===== src/psc_defines.svh =====
// offsets, field positions, reset values and timing figures of the control bank
`ifndef PSC_DEFINES_SVH
`define PSC_DEFINES_SVH
`define PSC_OFS_PAGE        8'h00
`define PSC_OFS_SRST        8'h01
`define PSC_OFS_SLEEP       8'h02
`define PSC_OFS_SHDN        8'h05
`define PSC_RST_PAGE        8'h00
`define PSC_RST_SLEEP       8'h00
`define PSC_RST_SHDN        8'h05
`define PSC_SLEEP_WMASK     8'hFD
`define PSC_SHDN_WMASK      8'h3F
`define PSC_BIT_SRST        0
`define PSC_BIT_AWAKE       0
`define PSC_BIT_BCAST       2
`define PSC_FLD_REFQ        4:3
`define PSC_BIT_RAIL        7
`define PSC_FLD_HOLD        1:0
`define PSC_FLD_POLICY      3:2
`define PSC_FLD_INCAP       5:4
`define PSC_BCAST_ADDR      7'h4C
`define PSC_CLK_MHZ         50
`define PSC_TICK_US         50
`define PSC_REFQ0_US        3500
`define PSC_REFQ1_US        10000
`define PSC_REFQ2_US        50000
`define PSC_REFQ3_US        100000
`define PSC_INCAP0_US       2500
`define PSC_INCAP1_US       12500
`define PSC_INCAP2_US       25000
`define PSC_INCAP3_US       50000
`define PSC_HOLD0_US        30000
`define PSC_HOLD1_US        25000
`define PSC_HOLD2_US        10000
`define PSC_HOLD3_US        5000
`define PSC_POL_IMMED       2'h0
`define PSC_POL_TIMEOUT     2'h1
`define PSC_POL_CLEAN       2'h2
`endif


===== src/psc_pkg.sv =====
// types shared by the control bank
package psc_pkg;
    typedef struct packed {
        logic       wr;
        logic       rd;
        logic [7:0] addr;
        logic [7:0] wdata;
    } psc_req_t;
    typedef enum logic [1:0] {CORE_ON, CORE_HOLD, CORE_OFF} psc_core_t;
endpackage : psc_pkg


===== src/psc_ctrl.sv =====
// page, soft reset, sleep, supply and shutdown control register bank
//
// What this block does
// - eight-bit page select at offset zero
// - soft reset restores page, sleep and shutdown register defaults
// - soft reset bit clears itself, reads zero
// - bit 7 picks external or on-chip analog rail
// - reference precharge code picks 3.5-100 ms
// - broadcast bit fixes bus address, else straps
// - awake enable zero keeps device asleep
// - input precharge code picks 2.5-50 ms
// - powerdown policy governs core regulator after shutdown
// - hold time code gives 30/25/10/5 ms
// - shutdown configuration resets to 5h
`timescale 1ns/1ns
`default_nettype none
`include "psc_defines.svh"
module psc_ctrl #(
    parameter int       TICK_CYCLES = `PSC_TICK_US * `PSC_CLK_MHZ,
    parameter bit [4:0] STRAP_BASE  = 5'h00
) (
    input  wire logic             CLK,
    input  wire logic             RST_N,
    input  wire psc_pkg::psc_req_t REG_REQ,
    output logic [7:0]            REG_RDATA,
    output logic                  REG_RVALID,
    output logic [7:0]            PAGE,
    input  wire logic [1:0]       ADDR_STRAP,
    output logic [6:0]            BUS_ADDR,
    output logic                  AWAKE,
    output logic                  ANALOG_REG_EN,
    output logic                  REF_PRECHARGE,
    output logic                  INCAP_PRECHARGE,
    input  wire logic             SHUTDOWN_PIN_N,
    input  wire logic             CLEAN_DONE,
    output logic                  CORE_REG_EN
);
    import psc_pkg::*;

    // tick counts of each selectable duration
    function automatic logic [11:0] ref_ticks(input logic [1:0] code);
        unique case (code)
            2'h0: ref_ticks = 12'(`PSC_REFQ0_US / `PSC_TICK_US);
            2'h1: ref_ticks = 12'(`PSC_REFQ1_US / `PSC_TICK_US);
            2'h2: ref_ticks = 12'(`PSC_REFQ2_US / `PSC_TICK_US);
            2'h3: ref_ticks = 12'(`PSC_REFQ3_US / `PSC_TICK_US);
        endcase
    endfunction : ref_ticks

    function automatic logic [11:0] incap_ticks(input logic [1:0] code);
        unique case (code)
            2'h0: incap_ticks = 12'(`PSC_INCAP0_US / `PSC_TICK_US);
            2'h1: incap_ticks = 12'(`PSC_INCAP1_US / `PSC_TICK_US);
            2'h2: incap_ticks = 12'(`PSC_INCAP2_US / `PSC_TICK_US);
            2'h3: incap_ticks = 12'(`PSC_INCAP3_US / `PSC_TICK_US);
        endcase
    endfunction : incap_ticks

    function automatic logic [11:0] hold_ticks(input logic [1:0] code);
        unique case (code)
            2'h0: hold_ticks = 12'(`PSC_HOLD0_US / `PSC_TICK_US);
            2'h1: hold_ticks = 12'(`PSC_HOLD1_US / `PSC_TICK_US);
            2'h2: hold_ticks = 12'(`PSC_HOLD2_US / `PSC_TICK_US);
            2'h3: hold_ticks = 12'(`PSC_HOLD3_US / `PSC_TICK_US);
        endcase
    endfunction : hold_ticks

    logic [7:0]  page_q;
    logic [7:0]  sleep_q;
    logic [7:0]  shdn_q;
    logic        srst_q;
    logic [7:0]  rdata_q;
    logic        rvalid_q;
    logic [1:0]  strap_q;
    logic        strap_done_q;
    logic [6:0]  bus_addr_q;
    logic        awake_q;
    logic        rail_sel_q;
    logic [15:0] psc_cnt_q;
    logic        tick_q;
    logic [11:0] pre_cnt_q [2];
    logic        pre_act_q [2];
    logic [11:0] hold_cnt_q;
    psc_core_t   core_q;
    logic        core_en_q;

    // access decode; page 0 holds the bank, page select is on every page
    wire         hit_page  = REG_REQ.addr == `PSC_OFS_PAGE;
    wire         on_page0  = page_q == 8'h00;
    wire         hit_srst  = on_page0 && REG_REQ.addr == `PSC_OFS_SRST;
    wire         hit_sleep = on_page0 && REG_REQ.addr == `PSC_OFS_SLEEP;
    wire         hit_shdn  = on_page0 && REG_REQ.addr == `PSC_OFS_SHDN;
    wire         srst_d    = REG_REQ.wr && hit_srst && REG_REQ.wdata[`PSC_BIT_SRST];

    // named fields of the stored registers
    wire         awake_enable             = sleep_q[`PSC_BIT_AWAKE];
    wire         analog_rail_source_sel   = sleep_q[`PSC_BIT_RAIL];
    wire         broadcast_address_enable = sleep_q[`PSC_BIT_BCAST];
    wire [1:0]   ref_cap_precharge_time   = sleep_q[`PSC_FLD_REFQ];
    wire [1:0]   input_cap_precharge_time = shdn_q[`PSC_FLD_INCAP];
    wire [1:0]   powerdown_policy         = shdn_q[`PSC_FLD_POLICY];
    wire [1:0]   core_supply_hold_time    = shdn_q[`PSC_FLD_HOLD];

    // wake-up edge and the tick counts loaded into the precharge timers
    wire         wake_d    = awake_enable;
    wire         wake_rise = wake_d && !awake_q;
    wire [11:0]  pre_load [2];
    assign pre_load[0] = ref_ticks(ref_cap_precharge_time);
    assign pre_load[1] = incap_ticks(input_cap_precharge_time);

    // policy decode; code 3 falls to immediate power-off
    wire [1:0]   policy      = powerdown_policy;
    wire         policy_keep = policy == `PSC_POL_TIMEOUT || policy == `PSC_POL_CLEAN;
    wire         hold_over   = policy == `PSC_POL_TIMEOUT && hold_cnt_q == 12'h000;
    wire [11:0]  hold_load   = hold_ticks(core_supply_hold_time);

    // read mux; reserved bits and unmapped offsets read zero
    wire [7:0]   rd_mux = hit_page  ? page_q :
                          hit_srst  ? {7'h00, srst_q} :
                          hit_sleep ? sleep_q :
                          hit_shdn  ? shdn_q : 8'h00;

    // write strobes; a pending soft reset swallows them
    wire         wr_page  = REG_REQ.wr && hit_page;
    wire         wr_sleep = REG_REQ.wr && hit_sleep;
    wire         wr_shdn  = REG_REQ.wr && hit_shdn;

    // page select, restored by soft reset
    always_ff @(posedge CLK or negedge RST_N) begin
        if (!RST_N)
            page_q <= `PSC_RST_PAGE;
        else if (srst_q)
            page_q <= `PSC_RST_PAGE;
        else if (wr_page)
            page_q <= REG_REQ.wdata;
    end

    // sleep register, read-only bit masked off
    always_ff @(posedge CLK or negedge RST_N) begin
        if (!RST_N)
            sleep_q <= `PSC_RST_SLEEP;
        else if (srst_q)
            sleep_q <= `PSC_RST_SLEEP;
        else if (wr_sleep)
            sleep_q <= REG_REQ.wdata & `PSC_SLEEP_WMASK;
    end

    // shutdown register, back to 5h on either reset
    always_ff @(posedge CLK or negedge RST_N) begin
        if (!RST_N)
            shdn_q <= `PSC_RST_SHDN;
        else if (srst_q)
            shdn_q <= `PSC_RST_SHDN;
        else if (wr_shdn)
            shdn_q <= REG_REQ.wdata & `PSC_SHDN_WMASK;
    end

    // trigger lives one cycle, then clears itself
    always_ff @(posedge CLK or negedge RST_N) begin
        if (!RST_N)
            srst_q <= 1'b0;
        else
            srst_q <= srst_d && !srst_q;
    end

    // read answer one cycle after the strobe
    always_ff @(posedge CLK or negedge RST_N) begin
        if (!RST_N) begin
            rdata_q  <= 8'h00;
            rvalid_q <= 1'b0;
        end else begin
            rdata_q  <= REG_REQ.rd ? rd_mux : 8'h00;
            rvalid_q <= REG_REQ.rd;
        end
    end

    // straps caught once after reset release
    always_ff @(posedge CLK or negedge RST_N) begin
        if (!RST_N) begin
            strap_q      <= 2'b00;
            strap_done_q <= 1'b0;
        end else if (!strap_done_q) begin
            strap_q      <= ADDR_STRAP;
            strap_done_q <= 1'b1;
        end
    end

    always_ff @(posedge CLK or negedge RST_N) begin
        if (!RST_N)
            bus_addr_q <= 7'h00;
        else if (broadcast_address_enable)
            bus_addr_q <= `PSC_BCAST_ADDR;
        else
            bus_addr_q <= {STRAP_BASE, strap_q};
    end

    // sleep state; zero keeps the device asleep
    always_ff @(posedge CLK or negedge RST_N) begin
        if (!RST_N)
            awake_q <= 1'b0;
        else
            awake_q <= wake_d;
    end

    // analog rail source: external at zero, on-chip at one
    always_ff @(posedge CLK or negedge RST_N) begin
        if (!RST_N)
            rail_sel_q <= 1'b0;
        else
            rail_sel_q <= analog_rail_source_sel;
    end

    // last count of the tick divider
    wire         tick_wrap = psc_cnt_q == 16'(TICK_CYCLES - 1);

    // time base: one tick per TICK_CYCLES clocks
    always_ff @(posedge CLK or negedge RST_N) begin
        if (!RST_N) begin
            psc_cnt_q <= 16'h0000;
            tick_q    <= 1'b0;
        end else begin
            tick_q    <= tick_wrap;
            psc_cnt_q <= tick_wrap ? 16'h0000 : psc_cnt_q + 16'h0001;
        end
    end

    for (genvar i = 0; i < 2; i++) begin : g_pre
        // the tick that ends a running charge
        wire pre_last = tick_q && pre_cnt_q[i] == 12'h001;
        always_ff @(posedge CLK or negedge RST_N) begin
            if (!RST_N) begin
                pre_cnt_q[i] <= 12'h000;
                pre_act_q[i] <= 1'b0;
            end else if (srst_q || !wake_d) begin
                pre_cnt_q[i] <= 12'h000;
                pre_act_q[i] <= 1'b0;
            end else if (wake_rise) begin
                pre_cnt_q[i] <= pre_load[i];
                pre_act_q[i] <= 1'b1;
            end else if (tick_q && pre_cnt_q[i] != 12'h000) begin
                pre_cnt_q[i] <= pre_cnt_q[i] - 12'h001;
                pre_act_q[i] <= !pre_last;
            end
        end
    end

    // core regulator keep-alive after shutdown pin asserts
    always_ff @(posedge CLK or negedge RST_N) begin
        if (!RST_N) begin
            core_q     <= CORE_ON;
            hold_cnt_q <= 12'h000;
            core_en_q  <= 1'b1;
        end else begin
            unique case (core_q)
                CORE_ON: begin
                    core_en_q <= 1'b1;
                    if (!SHUTDOWN_PIN_N) begin
                        hold_cnt_q <= hold_load;
                        if (policy_keep) begin
                            core_q <= CORE_HOLD;
                        end else begin
                            core_q    <= CORE_OFF;
                            core_en_q <= 1'b0;
                        end
                    end
                end
                // keep the core alive until release, clean end or hold expiry
                CORE_HOLD: begin
                    if (tick_q && hold_cnt_q != 12'h000)
                        hold_cnt_q <= hold_cnt_q - 12'h001;
                    if (SHUTDOWN_PIN_N) begin
                        core_q <= CORE_ON;
                    end else if (CLEAN_DONE || hold_over) begin
                        core_q    <= CORE_OFF;
                        core_en_q <= 1'b0;
                    end
                end
                // off until the shutdown pin is released
                CORE_OFF: begin
                    if (SHUTDOWN_PIN_N) begin
                        core_q    <= CORE_ON;
                        core_en_q <= 1'b1;
                    end
                end
            endcase
        end
    end

    // outputs straight from flops
    assign REG_RDATA       = rdata_q;
    assign REG_RVALID      = rvalid_q;
    assign PAGE            = page_q;
    assign BUS_ADDR        = bus_addr_q;
    assign AWAKE           = awake_q;
    assign ANALOG_REG_EN   = rail_sel_q;
    assign REF_PRECHARGE   = pre_act_q[0];
    assign INCAP_PRECHARGE = pre_act_q[1];
    assign CORE_REG_EN     = core_en_q;
endmodule : psc_ctrl
`default_nettype wire


===== config.mk =====
export PLATFORM = sky130hd
export DESIGN_NAME = psc_ctrl
export DESIGN_NICKNAME = d
export VERILOG_FILES = /design/src/psc_pkg.sv /design/src/psc_ctrl.sv
export VERILOG_INCLUDE_DIRS = /design/src /design/src/src
export SDC_FILE = /design/constraint.sdc
export NUM_CORES = 1
export LEC_CHECK = 0
export ABC_AREA = 1
export BUFFER_PORTS_ARGS = -buffer_cell sky130_fd_sc_hd__buf_2
export CAP_MARGIN = 20
export CORE_MARGIN = 3
export CORE_UTILIZATION = 65
export DETAILED_ROUTE_END_ITERATION = 10
export PLACE_DENSITY = 0.88
export SLEW_MARGIN = 20
export SYNTH_ARGS = -nofsm -noshare
export SYNTH_HDL_FRONTEND = slang
export SYNTH_SLANG_ARGS = --single-unit

===== constraint.sdc =====
create_clock -name CLK -period 2.4 [get_ports CLK]
set_input_delay 0.72 -clock CLK [delete_from_list [all_inputs] [get_ports CLK]]
set_output_delay 0.72 -clock CLK [all_outputs]
set_load 0.02 [all_outputs]

* Word level (Yosys, flattened, before mapping)
Cells that the tools add are included.
Cells by class: $add $sub $neg 4, equal/unequal tests 25, mux-type cells 43, reduce and logical (&&, ||, !) cells 43
Operators with widths (number):
- case mux 12 bit (4 select lines) | 3
- 2-to-1 mux 12 bit | 8
- 2-to-1 mux 8 bit | 11
- nonzero test 12 bit | 3
- subtractor 12 x 1 -> 12 bit, second input constant | 3
- equality test 12 x 1 -> 1 bit, second input constant | 2
- case mux 12 bit (2 select lines) | 1
- adder 16 x 1 -> 16 bit, second input constant | 1
- equality test 16 x 12 -> 1 bit, second input constant | 1
- equality test 2 bit, second input constant | 8
- logical AND 1 bit | 16
- zero test 8 bit | 2
- 2-to-1 mux 16 bit | 1
- zero test 12 bit | 1
- 2-to-1 mux 1 bit | 11
- equality test 2 x 1 -> 1 bit, second input constant | 5
- 2-to-1 mux 2 bit | 5
- != test 2 bit, second input constant | 5
- AND reduction 3 bit | 3
- equality test 8 x 1 -> 1 bit, second input constant | 1
- equality test 8 x 2 -> 1 bit, second input constant | 1
- equality test 8 x 3 -> 1 bit, second input constant | 1
- zero test 2 bit | 4
- nonzero test 2 bit | 4
- other kinds (7) | 14
Word-level totals: register bits after elaboration 104, input bits 24, output and inout port bits 29

* Logic depth before layout (Yosys ltp)
depth in word-level cells 7, mapped depth 11, depth with buffers taken out 11

* Worst setup path after synthesis
No wires, ideal clock.
kind input port to flip-flop, from input REG_REQ[14] (netlist name), to register sleep_q[0], data arrival time 1.621 ns, data required time 2.280 ns, setup slack 0.659 ns, cell stages on the path 9, path buffers 1, cells stage by stage inv_1 > nand2_1 > nor2_2 > nand2_4 > nor2_8 > nand2_4 > buf_6 > nand2_1 > o21ai_2
On the way: word-level cells in the longest chain between the ends 4
Ends and longest elaborated chain:
- start: declaration | RTL line psc_ctrl.sv:24 | input wire psc_pkg::psc_req_t REG_REQ,
- equality test 8 x 2 -> 1 bit (no line)
- logical AND 1 bit (no line)
- logical AND 1 bit | RTL line psc_ctrl.sv:125 | wire wr_sleep = REG_REQ.wr && hit_sleep;
- nonzero test 2 bit (no line)
- end signal: assignment | RTL line psc_ctrl.sv:141 | sleep_q <= `PSC_RST_SLEEP;
- end signal: assignment | RTL line psc_ctrl.sv:143 | sleep_q <= `PSC_RST_SLEEP;
- end signal: assignment | RTL line psc_ctrl.sv:145 | sleep_q <= REG_REQ.wdata & `PSC_SLEEP_WMASK;
- end: declaration | RTL line psc_ctrl.sv:69 | logic [7:0] sleep_q;
No other way between the ends. A chain may end at the register's enable or synchronous reset.

* Worst setup path after layout
from register core_q[1], to register hold_cnt_q[3]
On the way: word-level cells in the longest chain between the ends 3, elaborated cells on any way between the ends 7
Ends and longest elaborated chain:
- start: declaration | RTL line psc_ctrl.sv:84 | psc_core_t core_q;
- start signal: assignment | RTL line psc_ctrl.sv:250 | core_q <= CORE_ON;
- start signal: assignment | RTL line psc_ctrl.sv:260 | core_q <= CORE_HOLD;
- start signal: assignment | RTL line psc_ctrl.sv:262 | core_q <= CORE_OFF;
- equality test 2 x 1 -> 1 bit / zero test 2 bit (equally long branches) | RTL line psc_ctrl.sv:254 | unique case (core_q)
- != test 2 bit (no line) / nonzero test 2 bit (equally long branches)
- AND reduction 3 bit (no line)
- end signal: assignment | RTL line psc_ctrl.sv:258 | hold_cnt_q <= hold_load;
- end signal: assignment | RTL line psc_ctrl.sv:270 | hold_cnt_q <= hold_cnt_q - 12'h001;
- end: declaration | RTL line psc_ctrl.sv:83 | logic [11:0] hold_cnt_q;
Several ways; a longest one is shown, not always the timed one.

==> metrics <==
starting density of the core 0.685; CP max-delay cell dfrtp_1; latest clock arrival within the worst-skew pair 0.37 ns; share of post-route cells with drive strength above 1 0.153; max-slew violation count 0; CTS sink cnt 97; FILL cells 594; area grow syn2layout 9.18%; WP data arrival 2.06 ns; Power Density 696 nW/um^2; r2r startpoint core_q[1]; H-Tree Level Count 3; Buf/Inv on CP 2; IO Pins 53; routability cong. 0.934; grt total ovfl 0; Max Fclk 0.548 GHz; clock root cell clkbuf_8; ANT nets after route 0; worst-path cell chain inv_1 -> ha_1 -> clkinv_1 -> nand2_1 -> nand2_1 -> nand2_2 -> o21ai_0; cell count after synthesis 755; count leader, synth nand2_1; Pleak 3.34 nW; fin crit period 1.82 ns; FF-to-FF setup slack 0.58 ns; YS warnings 0; Critical Path Most Common Cell nand2_1; drt initial violations 348; antenna fix cells 0; FP Rows 33; post-CTS setup buffer count 0; final worst setup slack 0.576 ns; max_cap viols 0; top cells by area, synth dfrtp_1 41%, nand2_1 13%, nand3_1 6.8%; wire length per cell 14.1 um; via-per-instance ratio 5.58; Largest stage delay, worst path 0.40 ns; sequential fraction of the synthesis area 0.424; Least-Margin Pin Slew 0.655 ns; CTS Buf Count 9; post-synth top area share 0.410; area occupied by multi-input gates 2830 sq um; Syn Std Cell Area 5740 sq um; pre-CTS setup slack 0.428 ns; Die X 100 um; Reg2Reg Depth 7; EDFF count, synth 0; Routed Wire Length 12.9 mm; Max clock buf depth 2; Resize count post-CTS 0; final period utilization 0.760; Distinct cells, synth 42; Slew Limit Headroom 0.563; cts hold-fix bufs 0; initial antenna violation count 0; Final Skew 0.0145 ns; Worst Setup End Kind flip-flop; Worst-path clk slew 0.09 ns; Chip Height 100 um; setup TNS 0 ns; register bit total from synthesis 97; CP Launch Type flip-flop; drt drc 0; cell family with most CP delay simple AND/OR/NAND/NOR gates; Synth Flop Type dfrtp_1; Hold/Removal Path Class input pin to asynchronous set/reset pin; Max FO, Critical Path 14; Final setup violation count 0; All-Layer GR Usage 0.272; NumNets Final 851; Commonest cells post-synth 196 x nand2_1, 94 x dfrtp_1, 90 x inv_1; worst path required time 2.64 ns; RSZ-0062 raised after global routing false; Synth area leader dfrtp_1; largest net degree at the start of global routing 98; first-pass GRT wire length 22.1 mm; Hold Fails Final Rpt 0; Avg Inst Size Synth 7.60 sq um; die area 9990 sq um; worst vdd ir 0.000683 V; drt pass-1 iters 6; vias in the first global route 4916; CTS tree done; detailed placer's ending HPWL 9.46 mm; IO buf count 50; Core ar. 8380 sq um; Vias 5109; status complete, no violations; Post-synth ARST share 1.00; Reg-to-Reg End hold_cnt_q[3]; Setup CP Type flip-flop to flip-flop; FF/Latch Area 2430 sq um
==> stage by stage <==
stage,cells,power [mW],util,hold slack [ns],cell area [sq um]
detailed placement,899,3.27,0.723,0.412,6060
finish,915,4.36,0.747,0.376,6260
floorplan,756,2.94,-,0.374,5740
global placement,899,3.20,0.723,0.404,6060
global route,915,4.66,0.747,0.418,6260
CTS,915,4.36,0.747,0.423,6260
==> final cells by class <==
cell class                 instances  share of cell area
multi-input combinational        546               0.452
timing repair buffer              56              0.0495
tap                              105              0.0210
sequential                        97               0.388
clock buffer                      10              0.0220
inverter                          95              0.0569
clock inverter                     6              0.0106
==> routing by layer <==
metal / global-route usage / wire [um] / up-vias / share of wire
met3: 0.0528 / 916 / 22 / 0.071
met4: 0.0966 / 242 / 0 / 0.019
met5: 0 / 0 / - / 0
li1: - / - / 2517 / -
met2: 0.446 / 6220 / 193 / 0.48
met1: 0.364 / 5550 / 2377 / 0.43
==> kinds of logic after synthesis <==
| family | share of synthesized area |
|---|---|
| other | 0.00131 |
| buffers and inverters | 0.0835 |
| DFF | 0.424 |
| AOI/OAI and AO/OA | 0.0931 |
| xor gates and xnor gates | 0.0183 |
| adders and majority gates | 0.0480 |
| and+or+nand+nor | 0.332 |
==> worst max-delay path by stage <==
stage / startpoint / endpoint / slack (ns) / cells after the start
floorplan: REG_REQ[14] / sleep_q[0] / 0.66 / 9
global route: core_q[1] / hold_cnt_q[1] / 0.37 / 8
finish: core_q[1] / hold_cnt_q[3] / 0.58 / 7
CTS: core_q[1] / hold_cnt_q[3] / 0.60 / 7
detailed placement: REG_REQ[14] / sleep_q[4] / 0.43 / 9
global placement: REG_REQ[14] / sleep_q[4] / 0.52 / 9
==> sequential cells by signal (all words and copies together) (netlist names), 2 cells and up <==
name	count
pre_cnt_q	24
psc_cnt_q	16
hold_cnt_q	12
PAGE	8
REG_RDATA	8
sleep_q	7
shdn_q	6
BUS_ADDR	3
core_q	2
strap_q	2
==> cells in the final DEF (no fill, tap or decap), types with 8 or more instances in the layout <==
cell type  count
xor2_1         8
o21ai_0       43
nand3_1       78
nand4_1       17
nor2_1        82
dfrtp_1       94
a21oi_1       15
nor3_1        18
inv_1         90
clkbuf_8      10
ha_1          22
nand2_1      196
o21ai_2       16
buf_2         49
==> where the power goes <==
| part | total (mW) | switching (mW) | internal [mW] |
|---|---|---|---|
| Combinational | 1.31 | 0.857 | 0.456 |
| Clock | 1.10 | 0.590 | 0.512 |
| Sequential | 1.94 | 0.146 | 1.80 |
(Power assumes the default switching activity.)
